**src/ppc_pkg.sv**
```systemverilog
package ppc_pkg;

  // Clock period and the timing figures it turns into cycles
  localparam int CLK_NS = 8;
  localparam int GAP_NS = 12500; // Longest select gap, 12.5 us
  localparam int GAP_CYC = GAP_NS / CLK_NS; // Longest time: rounded down
  localparam int RESP_NS = 10000000; // Policy answer window, 10 ms
  localparam int RESP_CYC = RESP_NS / CLK_NS;
  localparam int GAP_W = 11;
  localparam int WD_W = 21;
  localparam logic [GAP_W-1:0] GAP_LAST = GAP_W'(GAP_CYC - 1);

  // Slow enables standing in for the 12 MHz and 32 kHz clocks
  localparam int MAIN_DIV = 10;
  localparam int LP_DIV = 3814;
  localparam int DIV_W = 12;

  // Number of sink profiles, one current select line each
  localparam int PROF_N = 4;
  localparam int PROF_W = 2;

  // Register byte offsets
  localparam logic [7:0] OFS_CTRL = 8'h00;
  localparam logic [7:0] OFS_POLICY = 8'h04;
  localparam logic [7:0] OFS_STATUS = 8'h08;
  localparam logic [7:0] OFS_GPIO = 8'h0C;
  localparam logic [7:0] OFS_CRC_DATA = 8'h10;
  localparam logic [7:0] OFS_CRC = 8'h14;

  // Field positions
  localparam int CTRL_EXT = 0;
  localparam int CTRL_SRC = 1;
  localparam int CTRL_FRS = 2;
  localparam int CTRL_ADV = 4;
  localparam int POL_PROF = 0;
  localparam int POL_LVL = 2;
  localparam int STAT_CLS = 0;
  localparam int STAT_LVL = 2;
  localparam int STAT_ST = 4;
  localparam int STAT_TOUT = 7;

  // CC thresholds in millivolts
  localparam logic [11:0] RA_DEF = 12'h0C8; // 0.20 V
  localparam logic [11:0] RA_1A5 = 12'h190; // 0.40 V
  localparam logic [11:0] RA_3A = 12'h320; // 0.80 V
  localparam logic [11:0] RD_LOW = 12'h640; // 1.60 V
  localparam logic [11:0] RD_3A = 12'hA28; // 2.60 V
  localparam logic [11:0] OPEN_LOW = 12'h672; // 1.65 V
  localparam logic [11:0] OPEN_3A = 12'hABE; // 2.75 V

  // Message check polynomial, reflected form
  localparam logic [31:0] CRC_POLY = 32'hEDB88320;

  typedef enum logic [1:0] {ADV_DEF, ADV_1A5, ADV_3A} ppc_adv_t;
  typedef enum logic [1:0] {
    CC_OPEN, CC_SINK, CC_CABLE
  } ppc_cc_t;
  typedef enum logic [1:0] {LV_5V, LV_MID, LV_TOP} ppc_lvl_t;
  typedef enum logic [2:0] {
    S_IDLE, S_SNK_WAIT, S_SNK_GAP, S_SNK_ON, S_SRC_ON, S_SRC_GAP, S_FRS
  } ppc_st_t;

  // Sink side power path pins
  typedef struct packed {
    logic [PROF_N-1:0] sink_current_select;
    logic load_enable;
  } ppc_snk_t;

  // Source side supply pins
  typedef struct packed {
    logic source_supply_enable;
    logic source_mid_voltage_select;
    logic source_top_voltage_select;
  } ppc_src_t;

  // Divider state
  typedef struct packed {
    logic [DIV_W-1:0] cnt;
    logic tick;
  } ppc_div_t;

endpackage : ppc_pkg

```
**src/ppc_power_path.sv**
```systemverilog
// Chosen here: the APB register port and the placing of the registers.
`timescale 1ns/10ps
module ppc_power_path #(
  parameter int RESP_CYCLES = ppc_pkg::RESP_CYC // Policy answer window
) (
  // Clock and reset
  input wire logic pclk,
  input wire logic presetn,
  // APB slave
  input wire logic [7:0] paddr,
  input wire logic psel,
  input wire logic penable,
  input wire logic pwrite,
  input wire logic [31:0] pwdata,
  output logic [31:0] prdata,
  output logic pready,
  output logic pslverr,
  // Analog front end and internal policy processor
  input wire logic [11:0] cc_mv,
  input wire logic vbus_present,
  input wire logic int_contract,
  input wire logic [ppc_pkg::PROF_W-1:0] int_profile,
  input wire logic [1:0] int_level,
  input wire logic pe_request,
  // Power path pins
  output ppc_pkg::ppc_snk_t snk_pins,
  output ppc_pkg::ppc_src_t src_pins,
  output logic vconn_enable
);

  localparam logic [ppc_pkg::WD_W-1:0] WD_LAST =
    ppc_pkg::WD_W'(RESP_CYCLES - 1);
  localparam logic [ppc_pkg::PROF_N-1:0] SINK_CURRENT_SELECT_ONE =
    ppc_pkg::PROF_N'(1);

  // Whole state of the block
  typedef struct packed {
    ppc_pkg::ppc_st_t st;
    ppc_pkg::ppc_cc_t cls; // Committed CC class
    ppc_pkg::ppc_lvl_t lvl; // Source level in force
    ppc_pkg::ppc_lvl_t tgt; // Level waiting behind a gap
    logic [11:0] mv; // CC sample
    logic [ppc_pkg::GAP_W-1:0] cnt; // Gap counter
    logic [ppc_pkg::WD_W-1:0] wd; // Answer window counter
    logic wd_on;
    logic tout; // Sticky late-answer flag
    logic ext; // External controller owns policy
    logic role_src; // Requested role, sink after reset
    logic frs; // Fast swap request
    ppc_pkg::ppc_adv_t adv;
    logic [ppc_pkg::PROF_N:0] gpio; // Application value of sink pins
    logic [31:0] crc; // Held inverted so reset is the seed
    logic [31:0] prdata;
    ppc_pkg::ppc_snk_t snk;
    ppc_pkg::ppc_src_t src;
    logic vconn;
  } ppc_state_t;

  ppc_state_t s; // Current state
  ppc_state_t next_s; // Next state
  logic tick_main; // Sampling enable
  logic tick_lp; // Low-power enable
  logic wr; // APB write at access edge
  logic pol_wr; // Write of the policy register
  logic hit; // Address is mapped
  logic contract; // Negotiated result from the owner
  logic [ppc_pkg::PROF_W-1:0] cur_prof;
  ppc_pkg::ppc_lvl_t cur_tgt;
  logic [31:0] rd_mux;

  // Main and low-power rate enables
  ppc_tick_div #(.DIV(ppc_pkg::MAIN_DIV)) u_main_div (
    .pclk(pclk),
    .presetn(presetn),
    .tick(tick_main)
  );
  ppc_tick_div #(.DIV(ppc_pkg::LP_DIV)) u_lp_div (
    .pclk(pclk),
    .presetn(presetn),
    .tick(tick_lp)
  );

  // Map a two-bit level code; the unused code falls back to 5 V
  function automatic ppc_pkg::ppc_lvl_t lvl_of(input logic [1:0] c);
    ppc_pkg::ppc_lvl_t l;
    case (c)
      2'h1: l = ppc_pkg::LV_MID;
      2'h2: l = ppc_pkg::LV_TOP;
      default: l = ppc_pkg::LV_5V;
    endcase
    return l;
  endfunction : lvl_of

  // Classify CC against the thresholds of the current advert
  function automatic ppc_pkg::ppc_cc_t cc_classify(
    input logic [11:0] mv,
    input ppc_pkg::ppc_adv_t adv,
    input ppc_pkg::ppc_cc_t prev
  );
    logic [11:0] ra;
    logic [11:0] rd;
    logic [11:0] op;
    ppc_pkg::ppc_cc_t c;
    case (adv)
      ppc_pkg::ADV_1A5: begin
        ra = ppc_pkg::RA_1A5;
        rd = ppc_pkg::RD_LOW;
        op = ppc_pkg::OPEN_LOW;
      end
      ppc_pkg::ADV_3A: begin
        ra = ppc_pkg::RA_3A;
        rd = ppc_pkg::RD_3A;
        op = ppc_pkg::OPEN_3A;
      end
      default: begin
        ra = ppc_pkg::RA_DEF;
        rd = ppc_pkg::RD_LOW;
        op = ppc_pkg::OPEN_LOW;
      end
    endcase
    // The band between sink and open keeps the old class as hysteresis
    if (mv < ra) begin
      c = ppc_pkg::CC_CABLE;
    end else if (mv < rd) begin
      c = ppc_pkg::CC_SINK;
    end else if (mv >= op) begin
      c = ppc_pkg::CC_OPEN;
    end else begin
      c = prev;
    end
    return c;
  endfunction : cc_classify

  // One byte into the reflected message check, low bit first
  function automatic logic [31:0] crc_byte(
    input logic [31:0] c,
    input logic [7:0] d
  );
    logic [31:0] r;
    r = c;
    for (int i = 0; i < 8; i++) begin
      r = (r[0] ^ d[i]) ? ((r >> 1) ^ ppc_pkg::CRC_POLY) : (r >> 1);
    end
    return r;
  endfunction : crc_byte

  // Bus decode; the slave never waits
  assign wr = psel && penable && pwrite;
  assign pol_wr = wr && (paddr == ppc_pkg::OFS_POLICY);
  assign hit = (paddr == ppc_pkg::OFS_CTRL) ||
    (paddr == ppc_pkg::OFS_POLICY) || (paddr == ppc_pkg::OFS_STATUS) ||
    (paddr == ppc_pkg::OFS_GPIO) || (paddr == ppc_pkg::OFS_CRC_DATA) ||
    (paddr == ppc_pkg::OFS_CRC);
  assign pready = 1'b1;
  assign pslverr = psel && penable && !hit;

  // Policy results come only from whoever owns the policy
  assign contract = s.ext ? pol_wr : int_contract;
  assign cur_prof = s.ext ? pwdata[ppc_pkg::POL_PROF+:ppc_pkg::PROF_W]
    : int_profile;
  assign cur_tgt = s.ext ? lvl_of(pwdata[ppc_pkg::POL_LVL+:2])
    : lvl_of(int_level);

  // Read data selection, sampled in the setup cycle
  always_comb begin
    rd_mux = '0;
    case (paddr)
      ppc_pkg::OFS_CTRL: begin
        rd_mux[ppc_pkg::CTRL_EXT] = s.ext;
        rd_mux[ppc_pkg::CTRL_SRC] = s.role_src;
        rd_mux[ppc_pkg::CTRL_FRS] = s.frs;
        rd_mux[ppc_pkg::CTRL_ADV+:2] = s.adv;
      end
      ppc_pkg::OFS_POLICY: begin
        rd_mux[ppc_pkg::POL_LVL+:2] = s.lvl;
      end
      ppc_pkg::OFS_STATUS: begin
        rd_mux[ppc_pkg::STAT_CLS+:2] = s.cls;
        rd_mux[ppc_pkg::STAT_LVL+:2] = s.lvl;
        rd_mux[ppc_pkg::STAT_ST+:3] = s.st;
        rd_mux[ppc_pkg::STAT_TOUT] = s.tout;
      end
      ppc_pkg::OFS_GPIO: rd_mux[ppc_pkg::PROF_N:0] = s.gpio;
      ppc_pkg::OFS_CRC: rd_mux = s.crc;
      default: rd_mux = '0; // Unmapped and write-only read as zero
    endcase
  end

  // Next state: bus, sampling, answer window, then the power sequencer
  always_comb begin
    next_s = s;
    if (psel && !penable && !pwrite) begin
      next_s.prdata = rd_mux;
    end
    // Register writes
    if (wr) begin
      case (paddr)
        ppc_pkg::OFS_CTRL: begin
          next_s.ext = pwdata[ppc_pkg::CTRL_EXT];
          next_s.role_src = pwdata[ppc_pkg::CTRL_SRC];
          next_s.frs = pwdata[ppc_pkg::CTRL_FRS];
          next_s.adv = ppc_pkg::ppc_adv_t'(pwdata[ppc_pkg::CTRL_ADV+:2]);
        end
        ppc_pkg::OFS_POLICY: next_s.wd_on = 1'b0;
        ppc_pkg::OFS_STATUS: begin
          if (pwdata[ppc_pkg::STAT_TOUT]) begin
            next_s.tout = 1'b0;
          end
        end
        ppc_pkg::OFS_GPIO: next_s.gpio = pwdata[ppc_pkg::PROF_N:0];
        ppc_pkg::OFS_CRC_DATA: begin
          next_s.crc = ~crc_byte(~s.crc, pwdata[7:0]);
        end
        ppc_pkg::OFS_CRC: next_s.crc = '0; // Back to the seed
        default: ;
      endcase
    end
    // CC sampled at the main rate, committed at the low-power rate
    if (tick_main) begin
      next_s.mv = cc_mv;
    end
    if (tick_lp) begin
      next_s.cls = cc_classify(s.mv, s.adv, s.cls);
    end
    // Late answers only flag after the full window; the set wins a clear
    if (pe_request && s.ext) begin
      next_s.wd_on = 1'b1;
      next_s.wd = '0;
    end else if (s.wd_on && !pol_wr) begin
      if (s.wd == WD_LAST) begin
        next_s.tout = 1'b1;
        next_s.wd_on = 1'b0;
      end else begin
        next_s.wd = s.wd + 1'b1;
      end
    end
    // Power sequencer
    case (s.st)
      ppc_pkg::S_IDLE: begin
        if (!s.role_src && vbus_present) begin
          next_s.st = ppc_pkg::S_SNK_WAIT;
        end else if (s.role_src && s.cls == ppc_pkg::CC_SINK) begin
          next_s.st = ppc_pkg::S_SRC_ON;
          next_s.lvl = ppc_pkg::LV_5V;
          next_s.src.source_supply_enable = 1'b1;
          next_s.vconn = 1'b1;
        end
      end
      ppc_pkg::S_SNK_WAIT, ppc_pkg::S_SNK_GAP, ppc_pkg::S_SNK_ON: begin
        if (!vbus_present || s.role_src) begin
          next_s.st = ppc_pkg::S_IDLE;
          next_s.snk = '0;
        end else if (contract) begin
          // Profile shown first, load follows after the gap
          next_s.snk.sink_current_select = SINK_CURRENT_SELECT_ONE << cur_prof;
          next_s.cnt = '0;
          next_s.st = ppc_pkg::S_SNK_GAP;
        end else if (s.st == ppc_pkg::S_SNK_GAP) begin
          if (s.cnt == ppc_pkg::GAP_LAST) begin
            next_s.snk.load_enable = 1'b1;
            next_s.st = ppc_pkg::S_SNK_ON;
          end else begin
            next_s.cnt = s.cnt + 1'b1;
          end
        end
      end
      ppc_pkg::S_SRC_ON, ppc_pkg::S_SRC_GAP: begin
        if (s.cls == ppc_pkg::CC_OPEN || !s.role_src) begin
          next_s.st = ppc_pkg::S_IDLE;
          next_s.src = '0;
          next_s.vconn = 1'b0;
          next_s.lvl = ppc_pkg::LV_5V;
        end else if (s.frs) begin
          // Sink side comes up before the supply is released
          next_s.frs = 1'b0;
          next_s.snk.sink_current_select = SINK_CURRENT_SELECT_ONE;
          next_s.cnt = '0;
          next_s.st = ppc_pkg::S_FRS;
        end else if (s.st == ppc_pkg::S_SRC_GAP) begin
          if (s.cnt == ppc_pkg::GAP_LAST) begin
            next_s.src.source_mid_voltage_select =
              (s.tgt == ppc_pkg::LV_MID);
            next_s.src.source_top_voltage_select =
              (s.tgt == ppc_pkg::LV_TOP);
            next_s.lvl = s.tgt;
            next_s.st = ppc_pkg::S_SRC_ON;
          end else begin
            next_s.cnt = s.cnt + 1'b1;
          end
        end else if (contract && cur_tgt != s.lvl) begin
          next_s.tgt = cur_tgt;
          if (s.lvl == ppc_pkg::LV_5V || cur_tgt == ppc_pkg::LV_5V) begin
            // Only one pin moves, so no ordering is needed
            next_s.src.source_mid_voltage_select =
              (cur_tgt == ppc_pkg::LV_MID);
            next_s.src.source_top_voltage_select =
              (cur_tgt == ppc_pkg::LV_TOP);
            next_s.lvl = cur_tgt;
          end else begin
            next_s.src.source_mid_voltage_select = 1'b0;
            next_s.src.source_top_voltage_select = 1'b0;
            next_s.cnt = '0;
            next_s.st = ppc_pkg::S_SRC_GAP;
          end
        end
      end
      ppc_pkg::S_FRS: begin
        if (!s.snk.load_enable) begin
          if (s.cnt == ppc_pkg::GAP_LAST) begin
            next_s.snk.load_enable = 1'b1;
          end else begin
            next_s.cnt = s.cnt + 1'b1;
          end
        end else begin
          next_s.src = '0;
          next_s.vconn = 1'b0;
          next_s.lvl = ppc_pkg::LV_5V;
          next_s.role_src = 1'b0;
          next_s.st = ppc_pkg::S_SNK_ON;
        end
      end
      default: next_s.st = ppc_pkg::S_IDLE;
    endcase
  end

  // State register
  always_ff @(posedge pclk or negedge presetn) begin
    if (!presetn) begin
      s <= '0;
    end else begin
      s <= next_s;
    end
  end

  // In the sink role the power logic owns the sink pins
  assign snk_pins = s.role_src ? ppc_pkg::ppc_snk_t'(s.gpio) : s.snk;
  assign src_pins = s.src;
  assign vconn_enable = s.vconn;
  assign prdata = s.prdata;
endmodule : ppc_power_path

```
**src/ppc_tick_div.sv**
```systemverilog
`timescale 1ns/10ps
// One-cycle enable every DIV clocks
module ppc_tick_div #(
  parameter int DIV = ppc_pkg::MAIN_DIV
) (
  // Clock and reset
  input wire logic pclk,
  input wire logic presetn,
  // Enable pulse
  output logic tick
);

  localparam logic [ppc_pkg::DIV_W-1:0] LAST = ppc_pkg::DIV_W'(DIV - 1);

  ppc_pkg::ppc_div_t s; // Current state
  ppc_pkg::ppc_div_t next_s; // Next state

  // Count up through the period; the tick is registered so it is glitch free
  always_comb begin
    next_s = s;
    next_s.tick = 1'b0;
    if (s.cnt == LAST) begin
      next_s.cnt = '0;
      next_s.tick = 1'b1;
    end else begin
      next_s.cnt = s.cnt + 1'b1;
    end
  end

  // State register
  always_ff @(posedge pclk or negedge presetn) begin
    if (!presetn) begin
      s <= '0;
    end else begin
      s <= next_s;
    end
  end

  assign tick = s.tick;

endmodule : ppc_tick_div

```
**config.mk**
```make
export PLATFORM = sky130hd
export DESIGN_NAME = ppc_power_path
export DESIGN_NICKNAME = d
export VERILOG_FILES = /design/src/ppc_pkg.sv /design/src/ppc_power_path.sv /design/src/ppc_tick_div.sv
export SDC_FILE = /design/constraint.sdc
export NUM_CORES = 1
export LEC_CHECK = 0
export CAP_MARGIN = 5
export CORE_ASPECT_RATIO = 1.75
export CORE_UTILIZATION = 46
export DETAILED_ROUTE_END_ITERATION = 8
export DONT_BUFFER_PORTS = 1
export SETUP_SLACK_MARGIN = 0.02
export SYNTH_ARGS = -nofsm -noshare
export SYNTH_HDL_FRONTEND = slang
export SYNTH_SLANG_ARGS = --single-unit
```
**constraint.sdc**
```tcl
create_clock -name pclk -period 3.2 [get_ports pclk]
set_clock_uncertainty 0.1 [all_clocks]
set_input_delay 0.64 -clock pclk [delete_from_list [all_inputs] [get_ports pclk]]
set_output_delay 0.64 -clock pclk [all_outputs]
set_load 0.01 [all_outputs]
```
==> results.yml, run 1 <==
outcome:
  status: "complete, but fails checks"
  violations: "negative hold slack"
clocking:
  path_clk_slew_ns: 0.07
  cts-resized-gates: 0
  cts_root_buf: "clkbuf_16"
  cts_max_level: 4
  cts_sinks: 162
  cts_tree: "yes"
  cts_made_buffers: 17
  clockBufferDepth: 2
  clkLatencyLatePin_ns: 0.44
  post-cts-setup-buffer-count: 0
layout:
  syn2layout_area_growth_pct: 7.84
  drive_gt1_frac: 0.116
  layout_commonest_cell: "dfrtp_1"
  fin_nets: 1005
  num_antenna_cells: 0
  final_cell_area_mm2: 0.00986
  final_cell_mix: "dfrtp_1 (162), nand2_1 (125), xnor2_1 (78)"
sta:
  holdWs_ns: -0.211
  setup_slack_ns: 0.401
  clock.fmax_mhz: 357
  fin_crit_sh: 0.875
  setup_viol: 0
  tns_ns: 0
  rsz0062_at_grt: "false"
  final_hold_viol_count: 162
  maxSlewViolCount: 0
  min_period_ns: 2.80
  tightest_slew_ns: 0.971
  maxSlewHeadroom: 0.351
logic_synthesis:
  synth_seq_cells: 162
  synth_cell_type_count: 80
  synth_edf_count: 0
  synthCells: 947
  syn_area_mm2: 0.00914
  synthArstFlopShare: 1.00
  synth_top_flop_cell: "dfrtp_1"
  yosys_warnings: 0
  syn-num-nets: 1033
  synth_area_per_cell_um2: 9.65
  ys_seq_area_frac: 0.443
routing:
  vias_per_cell: 5.58
  wl_mm: 21.6
  drtPass1Iterations: 5
  vias: 6540
  post_drt_wl_per_cell_um: 18.4
  drtIter0Drc: 303
  drc: 0
  ant_nets: 0
pwr:
  seqPwrFrac: 0.419
  swShare: 0.294
  ir_worst_vdd_uv: 449
  p_leak_nw: 4.40
  pwr_density_cell_mw_per_mm2: 565
  p_int_mw: 3.93
  power_mw: 5.57
  power_frac_comb: 0.174
  p_sw_mw: 1.64
  p_clk_frac: 0.407
setup_path:
  reg2regPathDepth: 6
  crit_start: "s[82]"
  critPathCaptureType: "flip-flop"
  required_ns: 3.40
  crit_type: "flip-flop to flip-flop"
  rrSetupSlack_ns: 0.40
  r2r_start: "s[82]"
  path_max_fanout: 13
  arrival_ns: 3.00
  start_kind: "flip-flop"
  r2r_end: "s[97]"
placement:
  pre_cts_slack_ns: 0.284
  gp_congestion: 0.914
  post-dp-hpwl_mm: 15.9
  place_area_mm2: 0.00921
  port_buffers: 0
floorplanning:
  ios: 107
  start_util: 0.474
  fp.dieW_um: 109
  dieArea_mm2: 0.0205
  core_mm2: 0.0193
  rows: 67
  die_h_um: 188
global_routing:
  antenna_found_initial: 0
  grt_pass1_vias: 6832
  overflow: 0
  grt_pass1_wl_mm: 35.4
  grt_max_degree: 163
  grt_usage: 0.227
hold_path:
  hold_class: "input port to async pin"
flow_run:
  drv_cap: 0
==> power groups by stage <==
| stage | Sequential (mW) | Clock, mW | Combinational (mW) |
|---|---|---|---|
| after floorplan | 2.29 | 0 | 0.809 |
| after detailed placement | 2.37 | 0 | 0.970 |
| after global routing | 2.35 | 2.40 | 1.07 |
| after CTS | 2.33 | 2.31 | 0.977 |
| after global placement | 2.37 | 0 | 0.963 |
| final | 2.33 | 2.26 | 0.969 |
==> metrics by stage <==
stage,instances,hold WS (ns),util
3_3_place_gp,1141,0.250,0.478
3_5_place_dp,1141,0.250,0.478
6_report,1173,-0.211,0.511
5_1_grt,1173,-0.238,0.511
4_1_cts,1173,-0.227,0.511
2_1_floorplan,947,0.244,-
==> Yosys cell counts (4+ instances only) <==
| master | instances | area share |
|---|---|---|
| mux2_1 | 4 | 0.0049 |
| o22a_1 | 4 | 0.0038 |
| xor2_1 | 28 | 0.027 |
| a22o_1 | 6 | 0.0057 |
| o21ai_0 | 27 | 0.015 |
| nor2b_1 | 6 | 0.0041 |
| nand2_1 | 125 | 0.051 |
| o31ai_1 | 8 | 0.0066 |
| a211oi_1 | 4 | 0.0033 |
| a31oi_1 | 4 | 0.0027 |
| nor3_1 | 13 | 0.0071 |
| o21ai_1 | 29 | 0.016 |
| a21oi_1 | 20 | 0.011 |
| ha_1 | 22 | 0.030 |
| o22ai_1 | 6 | 0.0041 |
| buf_4 | 36 | 0.030 |
| mux2_2 | 32 | 0.039 |
| clkbuf_1 | 25 | 0.010 |
| mux2i_1 | 7 | 0.0077 |
| nand4_1 | 12 | 0.0082 |
| and4_1 | 5 | 0.0048 |
| and3b_1 | 4 | 0.0038 |
| nand2b_1 | 11 | 0.0075 |
| inv_1 | 22 | 0.0090 |
| dfrtp_1 | 162 | 0.44 |
| nor4_1 | 5 | 0.0034 |
| xnor2_1 | 78 | 0.075 |
| nand3_1 | 63 | 0.034 |
| a22oi_1 | 4 | 0.0033 |
| and3_1 | 16 | 0.011 |
| a221oi_1 | 4 | 0.0038 |
| buf_2 | 7 | 0.0038 |
| nor2_1 | 67 | 0.028 |
| a21o_1 | 6 | 0.0049 |
| and2_1 | 7 | 0.0048 |
| xnor2_2 | 6 | 0.011 |
==> metal layers <==
layer | share of wire | track usage
met3 | 0.053 | 0.0668
met5 | 0 | 0
met4 | 0.026 | 0.0868
met1 | 0.37 | 0.234
met2 | 0.55 | 0.420
==> area by class of cell <==
class | instances | area [um^2]
Fill cell | 1780 | 9420
Multi-Input combinational cell | 692 | 4590
Sequential cell | 162 | 4050
Clock buffer | 17 | 425
Tap cell | 241 | 302
Clock inverter | 15 | 220
Timing Repair Buffer | 24 | 180
Inverter | 22 | 82.6
==> state kept, by name, indices dropped and copies added, names as in the netlist <==
signal           cells
s                  101
prdata              32
u_lp_div.s          12
u_main_div.s        12
src_pins             3
u_lp_div.tick        1
u_main_div.tick      1
==> critical path, stage by stage (launching register included) <==
cell,delay [ns]
dfrtp_1,0.50
a211o_2,0.33
or4_1,0.46
o21bai_1,0.80
a211oi_1,0.21
xnor2_1,0.19
nor2_1,0.05
==> worst max-delay path by stage <==
stage                     endpoint  slack [ns]  cells past startpoint
final                        s[97]        0.40                      6
after global routing         s[99]        0.24                      7
after CTS                    s[97]        0.39                      6
after detailed placement     s[97]        0.28                      6
after global placement       s[97]        0.30                      6
after floorplan             s[137]        0.72                      6
==> logic make-up (layout without fill, tap and decap cells) <==
group | count (synthesis) | in the layout | synth area share
compound gates | 154 | 154 | 0.112
simple gates | 359 | 359 | 0.194
mux | 43 | 43 | 0.0520
xor+xnor | 113 | 113 | 0.114
buf+inv | 93 | 78 | 0.0539
fa+ha+maj | 22 | 22 | 0.0301
other cells | 1 | 1 | 0.000410
flops | 162 | 162 | 0.443
Note: power is estimated with default switching activity, not from simulation.
==> run 2: changes to the inputs <==
--- a/config.mk
+++ b/config.mk
@@ -10,6 +10,7 @@
 export CORE_UTILIZATION = 46
 export DETAILED_ROUTE_END_ITERATION = 8
 export DONT_BUFFER_PORTS = 1
+export MAX_ROUTING_LAYER = met4
 export SETUP_SLACK_MARGIN = 0.02
 export SYNTH_ARGS = -nofsm -noshare
 export SYNTH_HDL_FRONTEND = slang
==> results.yml, run 2 (synthesized netlist as in run 1, its figures left out) <==
sta:
  tns_ns: 0
  holdWs_ns: -0.209
  maxSlewHeadroom: 0.352
  min_period_ns: 2.79
  clock.fmax_mhz: 358
  setup_viol: 0
  final_hold_viol_count: 162
  fin_crit_sh: 0.873
  maxSlewViolCount: 0
  tightest_slew_ns: 0.970
  rsz0062_at_grt: "false"
layout:
  largest_reg_flops: 101
  fin_util: 0.511
  syn2layout_area_growth_pct: 7.84
  layout_commonest_cell: "dfrtp_1"
  fin_nets: 1005
  num_antenna_cells: 0
  drive_gt1_frac: 0.116
  largest-register: "s"
  final_cell_mix: "dfrtp_1 (162), nand2_1 (125), xnor2_1 (78)"
pwr:
  p_leak_nw: 4.40
  ir_worst_vdd_uv: 449
  p_int_mw: 3.93
  p_clk_frac: 0.406
  power_frac_comb: 0.174
  p_sw_mw: 1.64
  power_mw: 5.57
  pwr_density_cell_mw_per_mm2: 565
  seqPwrFrac: 0.420
  swShare: 0.295
hold_path:
  hold_class: "input port to async pin"
floorplanning:
  ios: 107
  dieArea_mm2: 0.0205
  fp.dieW_um: 109
  rows: 67
  die_h_um: 188
  core_mm2: 0.0193
  start_util: 0.474
setup_path:
  reg2regPathDepth: 6
  r2r_end: "s[97]"
  r2r_start: "s[82]"
  arrival_ns: 2.99
  required_ns: 3.40
  rrSetupSlack_ns: 0.41
  path_max_fanout: 13
  start_kind: "flip-flop"
  crit_type: "flip-flop to flip-flop"
  critPathCaptureType: "flip-flop"
global_routing:
  grt_max_degree: 163
  antenna_found_initial: 0
  overflow: 0
  grt_pass1_vias: 6818
  grt_pass1_wl_mm: 35.5
  grt_usage: 0.234
routing:
  vias: 6595
  ant_nets: 0
  post_drt_wl_per_cell_um: 18.5
  drtPass1Iterations: 5
  vias_per_cell: 5.62
  drc: 0
  wl_mm: 21.7
  drtIter0Drc: 375
clocking:
  post-cts-setup-buffer-count: 0
  cts_max_level: 4
  clkLatencyLatePin_ns: 0.44
  cts_root_buf: "clkbuf_16"
  clockBufferDepth: 2
  cts_made_buffers: 17
  cts-resized-gates: 0
  cts_tree: "yes"
  cts_sinks: 162
  path_clk_slew_ns: 0.07
outcome:
  violations: "negative hold slack"
  status: "complete, but fails checks"
flow_run:
  drv_cap: 0
placement:
  post-dp-hpwl_mm: 15.9
  port_buffers: 0
  gp_congestion: 0.930
run 2: cell counts in the layout (fill, tap and decap cells not counted):
Identical to the previous run, type by type.
run 2: final cells by class:
cell class / instances / area, um^2
sequential: 162 / 4050
timing repair buffer: 24 / 180
inverter: 22 / 82.6
fill: 1780 / 9420
tap: 241 / 302
clock buffer: 17 / 425
multi-input combinational: 692 / 4590
clock inverter: 15 / 220
run 2: worst max path at each step:
stage | startpoint | end | slack, ns | cells after the start
after global routing | s[85] | s[99] | 0.24 | 7
after CTS | s[82] | s[97] | 0.39 | 6
after detailed placement | pe_request | s[97] | 0.28 | 6
after floorplan | int_level[0] | s[137] | 0.72 | 6
final | s[82] | s[97] | 0.41 | 6
after global placement | pe_request | s[97] | 0.30 | 6
run 2: power groups by stage:
stage	combinational (mW)	clock [mW]	sequential [mW]
after detailed placement	0.970	0	2.37
final	0.969	2.26	2.34
after floorplan	0.809	0	2.29
after CTS	0.977	2.31	2.33
after global placement	0.963	0	2.37
after global routing	1.07	2.40	2.35
run 2: worst max-delay path, stage by stage (launching register included):
cell and delay [ns]:
dfrtp_1 0.51, a211o_2 0.34, or4_1 0.46, o21bai_1 0.80, a211oi_1 0.21, xnor2_1 0.18, nor2_1 0.05
run 2: stage by stage:
step                hold slack, ns  cells  area, um^2  setup slack (ns)
CTS                         -0.227   1173        9860             0.389
global placement             0.250   1141        9210             0.305
global route                -0.236   1173        9860             0.238
finish                      -0.209   1173        9860             0.408
detailed placement           0.250   1141        9210             0.284
floorplan                    0.244    947        9140             0.716
run 2: routing by layer:
metal / vias to the layer above / global-route usage / routed length, um / share of wire
met2: 145 / 0.421 / 12000 / 0.55
met1: 3213 / 0.233 / 7840 / 0.36
met5: - / - / 0 / 0
met4: 0 / 0.0936 / 572 / 0.026
li1: 3199 / - / - / -
met3: 38 / 0.0636 / 1270 / 0.058
